## src/inc/sfs_map.vh

```
`ifndef SFS_MAP_VH
`define SFS_MAP_VH

// ----------------------------------------
// fault codes
// ----------------------------------------
`define SFS_CODE_NONE 8'h00
`define SFS_CODE_HWLIM 8'h12
`define SFS_CODE_UNDERV 8'h14
`define SFS_CODE_OVERV 8'h15
`define SFS_CODE_STALL 8'h16
`define SFS_CODE_TRACK 8'h17
`define SFS_CODE_I2T 8'h1E
`define SFS_CODE_BRAKE 8'h28

// ----------------------------------------
// response classes
// ----------------------------------------
`define SFS_RESP_NONE 2'h0
`define SFS_RESP_MAXTRQ 2'h1
`define SFS_RESP_RAMP 2'h2
`define SFS_RESP_DISABLE 2'h3

// ----------------------------------------
// reset defaults, volts in 0.1 V steps
// ----------------------------------------
`define SFS_UMIN_DEF 16'h0064
`define SFS_UMAX_DEF 16'h0258

`endif

```

## src/rtl/sfs_timer.v

```verilog
`timescale 1ns/10ps
// counts consecutive cycles of a condition, flags when limit reached
module sfs_timer #(
    parameter W = 24
) (
    // clock and reset
    input wire clk,
    input wire rst_n,
    // count control
    input wire run,
    input wire [W-1:0] limit,
    output reg expired
);

reg [W-1:0] cnt_r;

always @(posedge clk or negedge rst_n) begin
    if (!rst_n) begin
        cnt_r <= {W{1'b0}};
        expired <= 1'b0;
    end else if (!run) begin
        cnt_r <= {W{1'b0}};
        expired <= 1'b0;
    end else begin
        // saturate so a held condition stays expired
        if (cnt_r != limit) begin
            cnt_r <= cnt_r + {{(W-1){1'b0}}, 1'b1};
        end
        expired <= (cnt_r == limit) || (cnt_r + {{(W-1){1'b0}}, 1'b1} == limit);
    end
end

endmodule

```

## src/rtl/sfs_supervisor.v

```verilog
`timescale 1ns/10ps
`include "sfs_map.vh"

module sfs_supervisor #(
    parameter VW = 16,
    parameter TW = 24,
    parameter EW = 16,
    parameter PW = 24
) (
    // clock and reset
    input wire clk,
    input wire rst_n,
    // limit switches and travel range
    input wire limit_pos,
    input wire limit_neg,
    input wire in_travel,
    // dc link
    input wire [VW-1:0] dclink_volt,
    input wire [VW-1:0] dclink_min,
    input wire [VW-1:0] dclink_max,
    input wire volt_cfg_use,
    // stall
    input wire ctrl_enabled,
    input wire speed_above_zero,
    input wire [TW-1:0] block_time,
    // tracking error
    input wire [EW-1:0] track_err,
    input wire [EW-1:0] track_limit,
    input wire [TW-1:0] track_window,
    // thermal load
    input wire [PW-1:0] motor_loss_avg,
    input wire [PW-1:0] motor_loss_max,
    // brake switch
    input wire brake_overload,
    // acknowledge
    input wire fault_ack,
    // status and response
    output reg [7:0] fault_code,
    output reg fault_active,
    output reg stop_max_torque,
    output reg stop_ramp,
    output reg ctrl_disable,
    output reg power_disable
);

// ----------------------------------------
// threshold compare
// ----------------------------------------
wire [VW-1:0] umin = volt_cfg_use ? dclink_min : `SFS_UMIN_DEF;
wire [VW-1:0] umax = volt_cfg_use ? dclink_max : `SFS_UMAX_DEF;
wire under_v = dclink_volt < umin;
wire over_v = dclink_volt > umax;
wire track_hi = track_err > track_limit;
wire thermal = motor_loss_avg > motor_loss_max;

// ----------------------------------------
// timed monitors
// ----------------------------------------
wire stall_exp;
wire track_exp;

sfs_timer #(.W(TW)) u_stall (
    .clk(clk),
    .rst_n(rst_n),
    .run(ctrl_enabled && !speed_above_zero),
    .limit(block_time),
    .expired(stall_exp)
);

sfs_timer #(.W(TW)) u_track (
    .clk(clk),
    .rst_n(rst_n),
    .run(track_hi),
    .limit(track_window),
    .expired(track_exp)
);

// ----------------------------------------
// limit switch arming
// ----------------------------------------
// disarmed after a trip so the axis can drive back out of the switch
reg lim_armed_r;
wire lim_hit = lim_armed_r && (limit_pos || limit_neg);

always @(posedge clk or negedge rst_n) begin
    if (!rst_n) begin
        lim_armed_r <= 1'b1;
    end else if (lim_hit) begin
        lim_armed_r <= 1'b0;
    end else if (in_travel && !limit_pos && !limit_neg) begin
        lim_armed_r <= 1'b1;
    end
end

// ----------------------------------------
// fault selection, harshest response first
// ----------------------------------------
reg [7:0] code_nxt;
reg [1:0] resp_nxt;
reg hit_nxt;

always @* begin
    code_nxt = `SFS_CODE_NONE;
    resp_nxt = `SFS_RESP_NONE;
    hit_nxt = 1'b1;
    if (thermal) begin
        code_nxt = `SFS_CODE_I2T;
        resp_nxt = `SFS_RESP_DISABLE;
    end else if (stall_exp) begin
        code_nxt = `SFS_CODE_STALL;
        resp_nxt = `SFS_RESP_DISABLE;
    end else if (lim_hit) begin
        code_nxt = `SFS_CODE_HWLIM;
        resp_nxt = `SFS_RESP_MAXTRQ;
    end else if (under_v) begin
        code_nxt = `SFS_CODE_UNDERV;
        resp_nxt = `SFS_RESP_RAMP;
    end else if (over_v) begin
        code_nxt = `SFS_CODE_OVERV;
        resp_nxt = `SFS_RESP_RAMP;
    end else if (track_exp) begin
        code_nxt = `SFS_CODE_TRACK;
        resp_nxt = `SFS_RESP_RAMP;
    end else if (brake_overload) begin
        code_nxt = `SFS_CODE_BRAKE;
        resp_nxt = `SFS_RESP_RAMP;
    end else begin
        hit_nxt = 1'b0;
    end
end

// ----------------------------------------
// response decode
// ----------------------------------------
// stall and thermal share the disable class but act on different stages
wire maxtrq_nxt = (resp_nxt == `SFS_RESP_MAXTRQ);
wire ramp_nxt = (resp_nxt == `SFS_RESP_RAMP);
wire ctrl_off_nxt = (resp_nxt == `SFS_RESP_DISABLE) && (code_nxt == `SFS_CODE_STALL);
wire power_off_nxt = (resp_nxt == `SFS_RESP_DISABLE) && (code_nxt == `SFS_CODE_I2T);

// ----------------------------------------
// latch state
// ----------------------------------------
// one-hot: clear, or holding a code until the application acknowledges
localparam ST_CLEAR = 2'b01;
localparam ST_HELD = 2'b10;

reg [1:0] state_r;
reg [1:0] state_nxt;
reg load_nxt;
reg drop_nxt;

always @* begin
    state_nxt = state_r;
    load_nxt = 1'b0;
    drop_nxt = 1'b0;
    case (state_r)
        ST_CLEAR: begin
            if (hit_nxt) begin
                state_nxt = ST_HELD;
                load_nxt = 1'b1;
            end
        end
        ST_HELD: begin
            // a cause still present at the ack reloads, so no fault is lost
            if (fault_ack && hit_nxt) begin
                load_nxt = 1'b1;
            end else if (fault_ack) begin
                state_nxt = ST_CLEAR;
                drop_nxt = 1'b1;
            end
        end
        default: begin
            // illegal code: fall back to clear and drop any response
            state_nxt = ST_CLEAR;
            drop_nxt = 1'b1;
        end
    endcase
end

always @(posedge clk or negedge rst_n) begin
    if (!rst_n) begin
        state_r <= ST_CLEAR;
    end else begin
        state_r <= state_nxt;
    end
end

// ----------------------------------------
// latch and acknowledge
// ----------------------------------------
// first fault wins; a new fault in the ack cycle is kept, not lost
always @(posedge clk or negedge rst_n) begin
    if (!rst_n) begin
        fault_code <= `SFS_CODE_NONE;
        fault_active <= 1'b0;
        stop_max_torque <= 1'b0;
        stop_ramp <= 1'b0;
        ctrl_disable <= 1'b0;
        power_disable <= 1'b0;
    end else if (load_nxt) begin
        fault_code <= code_nxt;
        fault_active <= 1'b1;
        stop_max_torque <= maxtrq_nxt;
        stop_ramp <= ramp_nxt;
        ctrl_disable <= ctrl_off_nxt;
        power_disable <= power_off_nxt;
    end else if (drop_nxt) begin
        fault_code <= `SFS_CODE_NONE;
        fault_active <= 1'b0;
        stop_max_torque <= 1'b0;
        stop_ramp <= 1'b0;
        ctrl_disable <= 1'b0;
        power_disable <= 1'b0;
    end
end

endmodule

```

## config.mk

```make
export PLATFORM = sky130hd
export DESIGN_NAME = sfs_supervisor
export DESIGN_NICKNAME = d
export VERILOG_FILES = /design/src/rtl/sfs_timer.v /design/src/rtl/sfs_supervisor.v
export VERILOG_INCLUDE_DIRS = /design/src /design/src/inc
export SDC_FILE = /design/constraint.sdc
export NUM_CORES = 1
export LEC_CHECK = 0
export ABC_AREA = 0
export ABC_CLOCK_PERIOD_IN_PS = 3100
export BUFFER_PORTS_ARGS = -buffer_cell sky130_fd_sc_hd__buf_2
export CAP_MARGIN = 20
export CORE_UTILIZATION = 53
export DETAILED_ROUTE_END_ITERATION = 8
export PLACE_DENSITY = 0.82
export SETUP_SLACK_MARGIN = 0.2
export SLEW_MARGIN = 20
export SYNTH_ARGS = -nofsm -noshare
export SYNTH_HDL_FRONTEND = slang
export SYNTH_SLANG_ARGS = --single-unit
```

## constraint.sdc

```tcl
create_clock -name clk -period 3.1 [get_ports clk]
set_input_delay 0.62 -clock clk [delete_from_list [all_inputs] [get_ports clk]]
set_output_delay 0.62 -clock clk [all_outputs]
set_load 0.01 [all_outputs]
```

* Word-level counts from Yosys, hierarchy flattened *
Index checks and enable logic that the tools add are counted.

storage, ports and cells
  logic and storage cells = 101
  register bits after elaboration = 66
  output and inout port bits = 13
  input port bits = 186

operators by class
  add/sub/neg operators = 2
  equal/unequal tests = 18
  reductions and logical operators = 16
  $lt $le $gt $ge = 4
  mux-type cells = 49

operator list
  operator                                                                number
  24-bit equality test                                                    4
  24-bit two-way mux                                                      4
  24-bit by 1-bit adder with 24-bit output (second input constant)        2
  24-bit inequality test                                                  2
  6-bit two-way mux                                                       7
  16-bit > comparator                                                     2
  16-bit two-way mux                                                      2
  24-bit > comparator                                                     1
  1-bit two-way mux                                                       21
  2-bit two-way mux                                                       10
  8-bit by 5-bit equality test with 1-bit output (second input constant)  2
  16-bit less-than comparator                                             1
  8-bit two-way mux                                                       2
  2-bit inequality test (second input constant)                           5
  1-bit logical AND                                                       7
  2-bit equality test (second input constant)                             3
  2-bit by 1-bit equality test with 1-bit output (second input constant)  2
  1-bit case mux with 2 select lines                                      2
  2-bit case mux with 2 select lines                                      1
  2-bit nonzero test                                                      2
  1-bit logical NOT                                                       3
  1-bit logical OR                                                        3
  3-bit AND reduction                                                     1

* Longest topological paths before layout *
Gate-level depths: netlist (run 1).

  word-level depth = 12
  gate-level depth with buffers = 12
  mapped depth without buffers = 10

* Hierarchy *
A second synthesis (run 1) with hierarchy kept.

unflattened totals
  cell total of the unflattened synthesis = 830
  area, all modules = 6914.1 um^2

modules (own cells, without submodules)
  module          sequential area each (um^2)  cells each  times used  area an instance (um^2)
  sfs_timer       625.6                        248         2           2134.5
  sfs_supervisor  352.8                        334         1           2645.0

* Worst setup path after synthesis (run 1) *
No wires, ideal clock.

  path type = input-to-reg
  start = in volt_cfg_use
  end = reg fault_code[3]
  buffers on the path = 2
  setup time = 0.121 ns
  cell stages on the path = 12
  data required time = 2.979 ns
  data arrival time = 3.078 ns
  path slack = -0.099 ns
  path through = clkbuf_1 > nand2_1 > ha_1 > a41oi_1 > o21ai_0 > o2bb2ai_1 > o41a_1 > nor2_1 > a31oi_1 > o221a_2 > buf_2 > a22o_1

between the ends
  word-level cells in the longest chain between the ends = 11
  elaborated cells between the ends (all ways) = 22
  classes of those cells = order compare (2); mux (18); reduce/logical (2)

RTL lines
  what                                                            line                  source
  start: declaration                                              sfs_supervisor.v:21   input wire volt_cfg_use,
  16-bit two-way mux (no source line)                             --
  16-bit > comparator                                             sfs_supervisor.v:52   wire over_v = dclink_volt > umax;
  1-bit two-way mux                                               sfs_supervisor.v:118  end else if (over_v) begin
  1-bit two-way mux                                               sfs_supervisor.v:115  end else if (under_v) begin
  1-bit two-way mux                                               sfs_supervisor.v:112  end else if (lim_hit) begin
  1-bit two-way mux                                               sfs_supervisor.v:109  end else if (stall_exp) begin
  1-bit two-way mux                                               sfs_supervisor.v:106  if (thermal) begin
  1-bit logical AND                                               sfs_supervisor.v:166  if (fault_ack && hit_nxt) begin
  1-bit two-way mux                                               sfs_supervisor.v:166
  1-bit case mux with 2 select lines                              sfs_supervisor.v:157  case (state_r)
  8-bit two-way mux / 2-bit nonzero test (equally long branches)  --
  end signal: assignment                                          sfs_supervisor.v:195  fault_code <= `SFS_CODE_NONE;
  end signal: assignment                                          sfs_supervisor.v:202  fault_code <= code_nxt;
  end signal: assignment                                          sfs_supervisor.v:209  fault_code <= `SFS_CODE_NONE;
  end: declaration                                                sfs_supervisor.v:38   output reg [7:0] fault_code,

Several ways; a longest one is shown, not always the timed one.
A chain may end at the register's enable or synchronous reset.

* Worst setup path in the final report (run 1) *
  start = in volt_cfg_use
  end = reg ctrl_disable

between the ends
  word-level cells in the longest chain between the ends = 11
  elaborated cells between the ends (all ways) = 30
  classes of those cells = order compare (2); eq/ne (2); mux (23); reduce/logical (3)

RTL lines
  what                                                            line                  source
  16-bit two-way mux (no source line)                             --
  16-bit > comparator                                             sfs_supervisor.v:52
  1-bit two-way mux                                               sfs_supervisor.v:118
  1-bit two-way mux                                               sfs_supervisor.v:115
  1-bit two-way mux                                               sfs_supervisor.v:112
  1-bit two-way mux                                               sfs_supervisor.v:109
  1-bit two-way mux                                               sfs_supervisor.v:106
  1-bit logical AND                                               sfs_supervisor.v:166
  1-bit two-way mux                                               sfs_supervisor.v:166
  1-bit case mux with 2 select lines                              sfs_supervisor.v:157
  1-bit two-way mux / 2-bit nonzero test (equally long branches)  --
  end signal: assignment                                          sfs_supervisor.v:206  ctrl_disable <= ctrl_off_nxt;
  end: declaration                                                sfs_supervisor.v:42   output reg ctrl_disable,

Several ways; a longest one is shown, not always the timed one.

==> impl_metrics.ini, run 1 <==
[yosys]
seq_area_frac_synth = 0.242
avgSynthCellArea_sq_um = 8.33
synth_edf_count = 0
ys_ff_latch = 64
async_reset_ff_frac = 1.00
synth_cell_type_count = 76
synthCells = 795
netlist_area_sq_um = 6630
synth_ff_type = dfrtp_1
yosysWarnings = 0

[detailed_routing]
routed_via_density = 5.48
routedWlPerCell_um = 14.6
ant_nets = 0
first_pass_iters = 4
finalWirelength_mm = 17.0
num_vias = 6384
drc_errors = 0
drtIter0Drc = 276

[pwr]
pwr-share-clk = 0.353
switching_share = 0.312
p_per_area_nw_per_um2 = 353
seqPwrFrac = 0.327
p_int_mw = 1.99
p_comb_frac = 0.319
ir_worst_vdd_mv = 0.263
leakage_nw = 3.93
p_switching_mw = 0.902
finalPower_mw = 2.89

[sta]
fin_crit_ns = 2.81
finalCritPeriodShare = 0.905
worst_pin_slew_ns = 0.558
slew_headroom = 0.624
slew_violations = 0
clock_skew_ns = 0.00724
max_freq_mhz = 356
rsz0062_at_grt = false
setup_viol = 0
timing.hold.ws_ns = 0.292
hold_viol = 0

[floorplanning]
dieArea_sq_um = 13000
io_pins = 199
start_util = 0.547
die_y_um = 114
die_w_um = 114
core_sq_um = 12100
row_count = 40

[worst_setup_path]
rr_endpoint = u_stall.expired$_DFF_PN0_
crit_fanout = 19
crit_type = in2reg
startpoint_type = primary input
reg2regPathDepth = 8
timing.rr.start = u_stall.cnt_r[9]$_DFFE_PN0P_
critical-path-max-stage-delay_ns = 0.46
endpoint = ctrl_disable$_DFFE_PN0P_
cp.required_ns = 3.31
cp_cell_sequence = buf_2 -> buf_12 -> nand2_1 -> ha_1 -> a41oi_2 -> o21ai_1 -> o2bb2ai_1 -> o41a_1 -> nor2_2 -> a31oi_1 -> o221a_4 -> a32o_1
cp.arrival_ns = 3.01
worstSetupEndpointType = register
cp-startpoint = volt_cfg_use
cpMaxStageDelayCell = o41a_1
r2r_slack_ns = 0.36

[clocking]
numCtsBuffers = 9
postCtsResizedCells = 0
holdBufCountCts = 0
postCtsSetupRepairBufs = 0
clock_sinks = 64
root_buffer = clkbuf_16
cts_tree = done
clk_latency_ns = 0.33
cts.path.max_buffers = 2
h-tree-depth = 3
clk_pin_slew_worst_paths_ns = 0.05

[global_route]
overflow = 0
grt_max_degree = 65
antenna_found_initial = 0
grt_use_total = 0.270
grt_pass1_wl_mm = 27.9
grt_pass1_vias = 6158

[cells_and_area]
fillers = 1054
syn_to_final_growth_pct = 23.9
diodes = 0
layout-drive-gt1-share = 0.272
final_cells = 1166
fin_nets = 1254

[worst_hold_path]
hold_class = in2async

[placement]
dp_cells = 1150
gp_congestion = 0.965
hpwl_mm = 13.8
io_buffers = 196

[flow_run]
drv_cap = 0

[status]
outcome = completed
## registers in the layout (all words and copies together) (netlist names)
name,flops
stop_ramp,1
u_track.expired,1
ctrl_disable,1
state_r,2
u_stall.expired,1
fault_active,1
stop_max_torque,1
lim_armed_r,1
power_disable,1
u_track.cnt_r,24
fault_code,6
u_stall.cnt_r,24
## cell usage in the layout, fill, tap and decap left out, types with 6 or more instances in the layout
cell | netlist | final
nor2b_1 | 14 | 14
buf_2 | 2 | 196
ha_1 | 75 | 75
nand2_1 | 78 | 78
a21oi_1 | 38 | 38
or3_1 | 11 | 11
inv_1 | 58 | 58
nor4_1 | 11 | 9
nand3_1 | 24 | 24
o31ai_1 | 7 | 6
o21a_1 | 7 | 7
nand4_1 | 21 | 21
o211ai_1 | 7 | 7
xnor2_1 | 60 | 60
and3_1 | 7 | 6
clkbuf_16 | 0 | 9
dfrtp_1 | 62 | 60
nor2_1 | 72 | 71
nor3_1 | 21 | 19
nand2b_1 | 7 | 7
o21ai_0 | 29 | 27
buf_4 | 4 | 17
xor2_1 | 55 | 54
## kinds of logic (layout without fill, tap and decap cells)
logic type                 Yosys count  count (layout)  synth area share
other                                1               2          0.000566
buffers and inverters               87             289            0.0608
AOI/OAI and AO/OA                  138             138             0.141
xor gates and xnor gates           115             115             0.152
and+or+nand+nor                    310             310             0.254
muxes                                5               5           0.00793
DFF                                 64              64             0.242
adders and majority gates           75              75             0.142
## per-layer routing
| metal | vias up | part of all wire | track usage |
|---|---|---|---|
| li1 | 3198 | - | - |
| met1 | 2930 | 0.44 | 0.337 |
| met2 | 218 | 0.48 | 0.467 |
| met3 | 38 | 0.058 | 0.0478 |
| met4 | 0 | 0.022 | 0.0970 |
| met5 | - | 0 | 0 |
## worst min path at each step
stage	start	end	slack, ns
6_report	rst_n	u_stall.cnt_r[1]$_DFFE_PN0P_	0.29
5_1_grt	rst_n	u_stall.cnt_r[1]$_DFFE_PN0P_	0.32
4_1_cts	rst_n	u_stall.cnt_r[12]$_DFFE_PN0P_	0.30
3_5_place_dp	stop_ramp$_DFFE_PN0P_	stop_ramp$_DFFE_PN0P_	0.46
3_3_place_gp	stop_ramp$_DFFE_PN0P_	stop_ramp$_DFFE_PN0P_	0.46
2_1_floorplan	rst_n	ctrl_disable$_DFFE_PN0P_	0.32
## power by group through the flow
stage / Combinational [mW] / Sequential, mW / Clock (mW)
final: 0.924 / 0.947 / 1.02
after global routing: 1.04 / 0.955 / 1.08
after CTS: 0.902 / 0.947 / 1.05
after detailed placement: 0.894 / 0.961 / 0
after global placement: 0.882 / 0.959 / 0
after floorplan: 0.560 / 0.973 / 0
## cell usage after synthesis (4+ instances only)
cell / number / share of area
nand2_1: 78 / 0.044
ha_1: 75 / 0.14
nor2_1: 72 / 0.041
dfrtp_1: 62 / 0.23
xnor2_1: 60 / 0.079
inv_1: 58 / 0.033
xor2_1: 55 / 0.073
a21oi_1: 38 / 0.029
o21ai_0: 29 / 0.022
nand3_1: 24 / 0.018
nand4_1: 21 / 0.020
nor3_1: 21 / 0.016
clkbuf_1: 18 / 0.010
nor2b_1: 14 / 0.013
nor4_1: 11 / 0.010
or3_1: 11 / 0.010
and3_1: 7 / 0.0066
nand2b_1: 7 / 0.0066
o211ai_1: 7 / 0.0079
o21a_1: 7 / 0.0079
o31ai_1: 7 / 0.0079
a2111oi_0: 5 / 0.0066
and4_1: 5 / 0.0066
o2bb2ai_1: 5 / 0.0066
a21o_1: 4 / 0.0045
a32o_1: 4 / 0.0060
a41oi_1: 4 / 0.0053
buf_4: 4 / 0.0045
buf_6: 4 / 0.0068
## worst max-delay path, delay by kind of cell
kind	cells	cell delay [ns]
simple gates	2	0.25
fa+ha+maj	1	0.32
compound gates	7	1.55
buf+inv	2	0.27
## per-stage QoR
| step | setup TNS (ns) | setup slack [ns] | util | instance area (sq um) |
|---|---|---|---|---|
| 2_1_floorplan | 0 | 0.0998 | - | 6660 |
| 3_3_place_gp | -0.0628 | -0.0118 | 0.647 | 7830 |
| 3_5_place_dp | -0.495 | -0.0720 | 0.647 | 7830 |
| 4_1_cts | 0 | 0.270 | 0.672 | 8140 |
| 5_1_grt | 0 | 0.157 | 0.677 | 8210 |
| 6_report | 0 | 0.295 | 0.677 | 8210 |
## cell type report
class | count | area, sq um | area share
tap | 168 | 210 | 0.0256
sequential | 64 | 1610 | 0.196
multi-input combinational | 645 | 4710 | 0.575
clock buffer | 11 | 253 | 0.0308
inverter | 58 | 218 | 0.0265
timing repair buffer | 215 | 1150 | 0.140
clock inverter | 5 | 55.1 | 0.00671
Note: power is estimated with default switching activity, not from simulation.
==> inputs of run 2 (changes only) <==
--- a/config.mk
+++ b/config.mk
@@ -10,9 +10,10 @@
 export ABC_CLOCK_PERIOD_IN_PS = 3100
 export BUFFER_PORTS_ARGS = -buffer_cell sky130_fd_sc_hd__buf_2
 export CAP_MARGIN = 20
-export CORE_UTILIZATION = 53
+export CORE_UTILIZATION = 54
+export CTS_BUF_LIST = sky130_fd_sc_hd__clkbuf_2 sky130_fd_sc_hd__clkbuf_4 sky130_fd_sc_hd__clkbuf_8
 export DETAILED_ROUTE_END_ITERATION = 8
-export PLACE_DENSITY = 0.82
+export PLACE_DENSITY = 0.83
 export SETUP_SLACK_MARGIN = 0.2
 export SLEW_MARGIN = 20
 export SYNTH_ARGS = -nofsm -noshare
==> impl_metrics.ini, run 2 (synthesized netlist as in run 1, its figures left out) <==
[pwr]
leakage_nw = 3.93
p_int_mw = 1.88
finalPower_mw = 2.80
seqPwrFrac = 0.338
pwr-share-clk = 0.302
switching_share = 0.329
p_per_area_nw_per_um2 = 342
ir_worst_vdd_mv = 0.309
p_switching_mw = 0.920
p_comb_frac = 0.360

[global_route]
grt_pass1_vias = 6332
grt_pass1_wl_mm = 28.4
grt_use_total = 0.276
overflow = 0
grt_max_degree = 43
antenna_found_initial = 0

[detailed_routing]
num_vias = 6477
drc_errors = 0
wl_met1_mm = 7.41
drtIter0Drc = 409
highest_layer = met4
ant_nets = 0
routedWlPerCell_um = 14.9
finalWirelength_mm = 17.1
wl_met3_mm = 1.09
wl_met2_mm = 8.34
first_pass_iters = 5
routed_via_density = 5.62

[sta]
clock_skew_ns = 0.0102
max_freq_mhz = 354
finalSetupTns_ns = 0
slew_violations = 0
worst_pin_slew_ns = 0.549
setup_viol = 0
slew_headroom = 0.631
hold_viol = 0
finalCritPeriodShare = 0.911
rsz0062_at_grt = false
fin_crit_ns = 2.82
setup_ws_ns = 0.276

[worst_setup_path]
worstSetupPathDepth = 12
critical-path-max-stage-delay_ns = 0.49
r2r_slack_ns = 0.32
rr_endpoint = u_stall.expired$_DFF_PN0_
cp.arrival_ns = 3.06
crit_fanout = 7
startpoint_type = primary input
cpMaxStageDelayCell = a2111oi_1
crit_family = compound AO/OA/AOI/OAI gates
worstSetupEndpointType = register
cp_cell_sequence = clkbuf_4 -> buf_6 -> buf_4 -> nor2b_1 -> ha_1 -> a41oi_1 -> a2111oi_1 -> a21oi_2 -> nor2_4 -> a31oi_4 -> o221a_4 -> a32o_1
crit_buf_inv = 3
reg2regPathDepth = 9
cp.required_ns = 3.34
timing.rr.start = u_stall.cnt_r[1]$_DFFE_PN0P_
crit_type = in2reg

[placement]
post-place-ws_ns = -0.0756
gp_congestion = 0.898
io_buffers = 196
hpwl_mm = 13.9

[cells_and_area]
fin_util = 0.685
layout-drive-gt1-share = 0.284
fin_nets = 1261
diodes = 0
final_cell_mix = buf_2, nand2_1, ha_1, nor2_1, xnor2_1
largestRegisters = u_stall.cnt_r (24), u_track.cnt_r (24), fault_code (6)
layout_commonest_cell = buf_2
syn_to_final_growth_pct = 23.6

[floorplanning]
dieArea_sq_um = 12700
io_pins = 199
core_sq_um = 12000
row_count = 40
start_util = 0.554
die_w_um = 113
die_y_um = 113

[clocking]
cts.path.max_buffers = 2
clk_latency_ns = 0.35
clk_pin_slew_worst_paths_ns = 0.07
h-tree-depth = 3
clock_sinks = 64
numCtsBuffers = 9
root_buffer = clkbuf_8
cts_tree = done
holdBufCountCts = 0

[flow_run]
drv_cap = 0

[status]
outcome = completed

[worst_hold_path]
hold_class = in2async
run 2: metrics by stage:
stage               instance area, sq um  hold WS (ns)  std cells
floorplan                           6660         0.324        796
global placement                    7820         0.458       1132
detailed placement                  7820         0.466       1132
CTS                                 8050         0.240       1148
global route                        8190         0.269       1152
finish                              8190         0.244       1152
run 2: power groups by stage:
stage                     registers (mW)  logic [mW]  clock network, mW
final                              0.945        1.01              0.846
after global routing               0.952        1.12              0.899
after CTS                          0.944       0.906              0.864
after detailed placement           0.960       0.900                  0
after global placement             0.958       0.874                  0
after floorplan                    0.973       0.560                  0
run 2: what timing repair did:
| item | in CTS | in global routing |
|---|---|---|
| setup endpoints to repair | 0 | 14 |
| buffers inserted | 0 | 3 |
| resized for setup | 0 | 25 |
run 2: worst max-delay path by stage:
stage	from	endpoint	slack (ns)
finish	volt_cfg_use	fault_code[0]$_DFFE_PN0P_	0.28
global route	volt_cfg_use	fault_code[4]$_DFFE_PN0P_	0.20
CTS	u_stall.cnt_r[6]$_DFFE_PN0P_	u_stall.expired$_DFF_PN0_	0.25
detailed placement	volt_cfg_use	fault_code[3]$_DFFE_PN0P_	-0.08
global placement	volt_cfg_use	fault_code[4]$_DFFE_PN0P_	-0.0004
floorplan	volt_cfg_use	fault_code[3]$_DFFE_PN0P_	0.1
run 2: layout make-up:
cell class              count  area (sq um)
multi-input cells         646          4760
fillers                  1004          3770
flip-flops and latches     64          1610
repair buffers            221          1190
inverters                  58           218
well taps                 147           184
clock buffers              13           166
clock inverters             3          65.1
run 2: per-layer routing:
layer  up-vias  global-route usage
met1      2998               0.338
met4         0              0.0862
met3        29              0.0520
li1       3218                   -
met2       232               0.491
met5         -                   0
==> inputs of run 3 (changes only) <==
--- a/config.mk
+++ b/config.mk
@@ -6,14 +6,14 @@
 export SDC_FILE = /design/constraint.sdc
 export NUM_CORES = 1
 export LEC_CHECK = 0
-export ABC_AREA = 0
+export ABC_AREA = 1
 export ABC_CLOCK_PERIOD_IN_PS = 3100
 export BUFFER_PORTS_ARGS = -buffer_cell sky130_fd_sc_hd__buf_2
 export CAP_MARGIN = 20
-export CORE_UTILIZATION = 54
+export CORE_UTILIZATION = 56
 export CTS_BUF_LIST = sky130_fd_sc_hd__clkbuf_2 sky130_fd_sc_hd__clkbuf_4 sky130_fd_sc_hd__clkbuf_8
 export DETAILED_ROUTE_END_ITERATION = 8
-export PLACE_DENSITY = 0.83
+export PLACE_DENSITY = 0.84
 export SETUP_SLACK_MARGIN = 0.2
 export SLEW_MARGIN = 20
 export SYNTH_ARGS = -nofsm -noshare
==> impl_metrics.ini, run 3 <==
[status]
outcome = completed

[yosys]
ys_top_cells_by_count = nand2_1, inv_1, nor2_1
yosys-top-cells-area = dfrtp_1, nand2_1, ha_1, xor2_1, inv_1
yosys.area.top_type = dfrtp_1
async_reset_ff_frac = 1.00
synth.most_common_cell = nand2_1
avgSynthCellArea_sq_um = 6.73
synth_top_cell_area_share = 0.212
synthCells = 1085
yosysWarnings = 0
synth_edf_count = 0
synth_cell_type_count = 49
seq_area_frac_synth = 0.220
ys_ff_latch = 64
netlist_area_sq_um = 7300
synth_ff_type = dfrtp_1

[detailed_routing]
routed_via_density = 5.31
drc_errors = 0
first_pass_iters = 6
routedWlPerCell_um = 13.5
finalWirelength_mm = 19.7
ant_nets = 0
num_vias = 7731
drtIter0Drc = 736

[cells_and_area]
fin_util = 0.684
diodes = 0
layout_commonest_cell = nand2_1
syn_to_final_growth_pct = 18.7
multi_input_area_sq_um = 5060
fillers = 1129
fin_nets = 1540
final_cell_mix = nand2_1, buf_2, inv_1, nor2_1, ha_1
area.sequential_sq_um = 1600
largestRegisters = u_stall.cnt_r (24), u_track.cnt_r (24), fault_code (6)
layout-drive-gt1-share = 0.205

[worst_setup_path]
cp-startpoint = volt_cfg_use
timing.rr.start = u_stall.cnt_r[0]$_DFFE_PN0P_
rr_endpoint = u_stall.expired$_DFF_PN0_
crit_fanout = 15
endpoint = fault_code[5]$_DFFE_PN0P_
cp.required_ns = 3.38
r2r_slack_ns = 0.70
startpoint_type = primary input
crit_type = in2reg
reg2regPathDepth = 15
worstSetupEndpointType = register
cp.arrival_ns = 2.85

[pwr]
ir_worst_vdd_mv = 0.228
p_per_area_nw_per_um2 = 318
leakage_nw = 4.55

[sta]
finalCritPeriodShare = 0.828
clock_skew_ns = 0.0130
fin_crit_ns = 2.57
setup_viol = 0
worst_pin_slew_ns = 0.557
slew_violations = 0
timing.hold.ws_ns = 0.250
rsz0062_at_grt = false
max_freq_mhz = 390
slew_headroom = 0.628
hold_viol = 0

[global_route]
grt_pass1_vias = 7319
antenna_found_initial = 0
overflow = 0
grt_use_total = 0.304
grt_pass1_wl_mm = 32.6
grt_max_degree = 24

[floorplanning]
die_w_um = 116
die_y_um = 116
row_count = 41
start_util = 0.576
dieArea_sq_um = 13500
core_sq_um = 12700
io_pins = 199

[clocking]
root_buffer = clkbuf_8
holdBufCountCts = 0
clk_pin_slew_worst_paths_ns = 0.08
clock_sinks = 64
cts.path.max_buffers = 2
h-tree-depth = 3
cts_tree = done
numCtsBuffers = 9
clk_latency_ns = 0.35

[placement]
io_buffers = 196
gp_congestion = 0.986
hpwl_mm = 16.2

[worst_hold_path]
hold_class = in2async

[flow_run]
drv_cap = 0
==> run 3: final cells by class <==
class / instances / area share
tap: 172 / 0.0248
sequential: 64 / 0.185
timing repair buffer: 207 / 0.124
clock inverter: 6 / 0.00967
clock buffer: 9 / 0.0143
multi-input combinational: 861 / 0.583
inverter: 136 / 0.0589
==> run 3: cells by family after synthesis <==
group	count (synthesis)	share of synthesized area
other	1	0.000513
flip-flops	64	0.220
XOR/XNOR	105	0.126
AND/OR/NAND/NOR	594	0.368
buffers and inverters	161	0.0887
AO/OA/AOI/OAI	85	0.0683
adder cells (fa/ha/maj)	75	0.128
==> run 3: metal layers <==
metal | routed length (um) | global-route usage
met2 | 9440 | 0.524
met5 | 0 | 0
met3 | 1290 | 0.0477
met4 | 623 | 0.140
met1 | 8310 | 0.374
==> run 3: worst min path at each step <==
stage | startpoint | end | slack, ns | depth (start not counted)
3_3_place_gp | state_r[0]$_DFFE_PN1P_ | state_r[0]$_DFFE_PN1P_ | 0.46 | 2
6_report | rst_n | u_track.cnt_r[12]$_DFFE_PN0P_ | 0.25 | 1
4_1_cts | rst_n | u_track.cnt_r[12]$_DFFE_PN0P_ | 0.26 | 1
5_1_grt | rst_n | u_track.cnt_r[12]$_DFFE_PN0P_ | 0.28 | 1
2_1_floorplan | rst_n | ctrl_disable$_DFFE_PN0P_ | 0.32 | 0
3_5_place_dp | state_r[0]$_DFFE_PN1P_ | state_r[0]$_DFFE_PN1P_ | 0.47 | 2
==> run 3: timing repair <==
item                                    4_1_cts  5_1_grt
buffers inserted                              0        1
gates resized for setup                       0        1
endpoints found under the setup margin        0       11
==> run 3: critical path, cell delays in order <==
cell,delay (ns)
buf_2,0.22
buf_12,0.17
nand2_1,0.06
ha_1,0.30
a21oi_1,0.16
o21ai_0,0.12
a21oi_1,0.15
nand2_1,0.07
nand2_1,0.10
nand2_1,0.07
nor2_2,0.19
nand2_1,0.11
nand2_2,0.12
buf_4,0.18
nand4_1,0.10
nand2_1,0.09
==> run 3: power by group <==
part | internal (mW) | leakage (nW) | switching (mW)
clock | 0.447 | 0.109 | 0.344
sequential | 0.915 | 0.876 | 0.0724
combinational | 0.397 | 3.57 | 0.583
==> run 3: per-stage QoR <==
step	power [mW]	cells	TNS [ns]	area [sq um]	setup WS (ns)
finish	2.76	1455	0	8670	0.533
global route	2.95	1455	0	8670	0.203
CTS	2.77	1454	0	8660	0.347
detailed placement	1.98	1439	-0.0151	8450	-0.0149
global placement	1.95	1439	0	8450	0.0996
floorplan	1.61	1086	0	7310	0.385
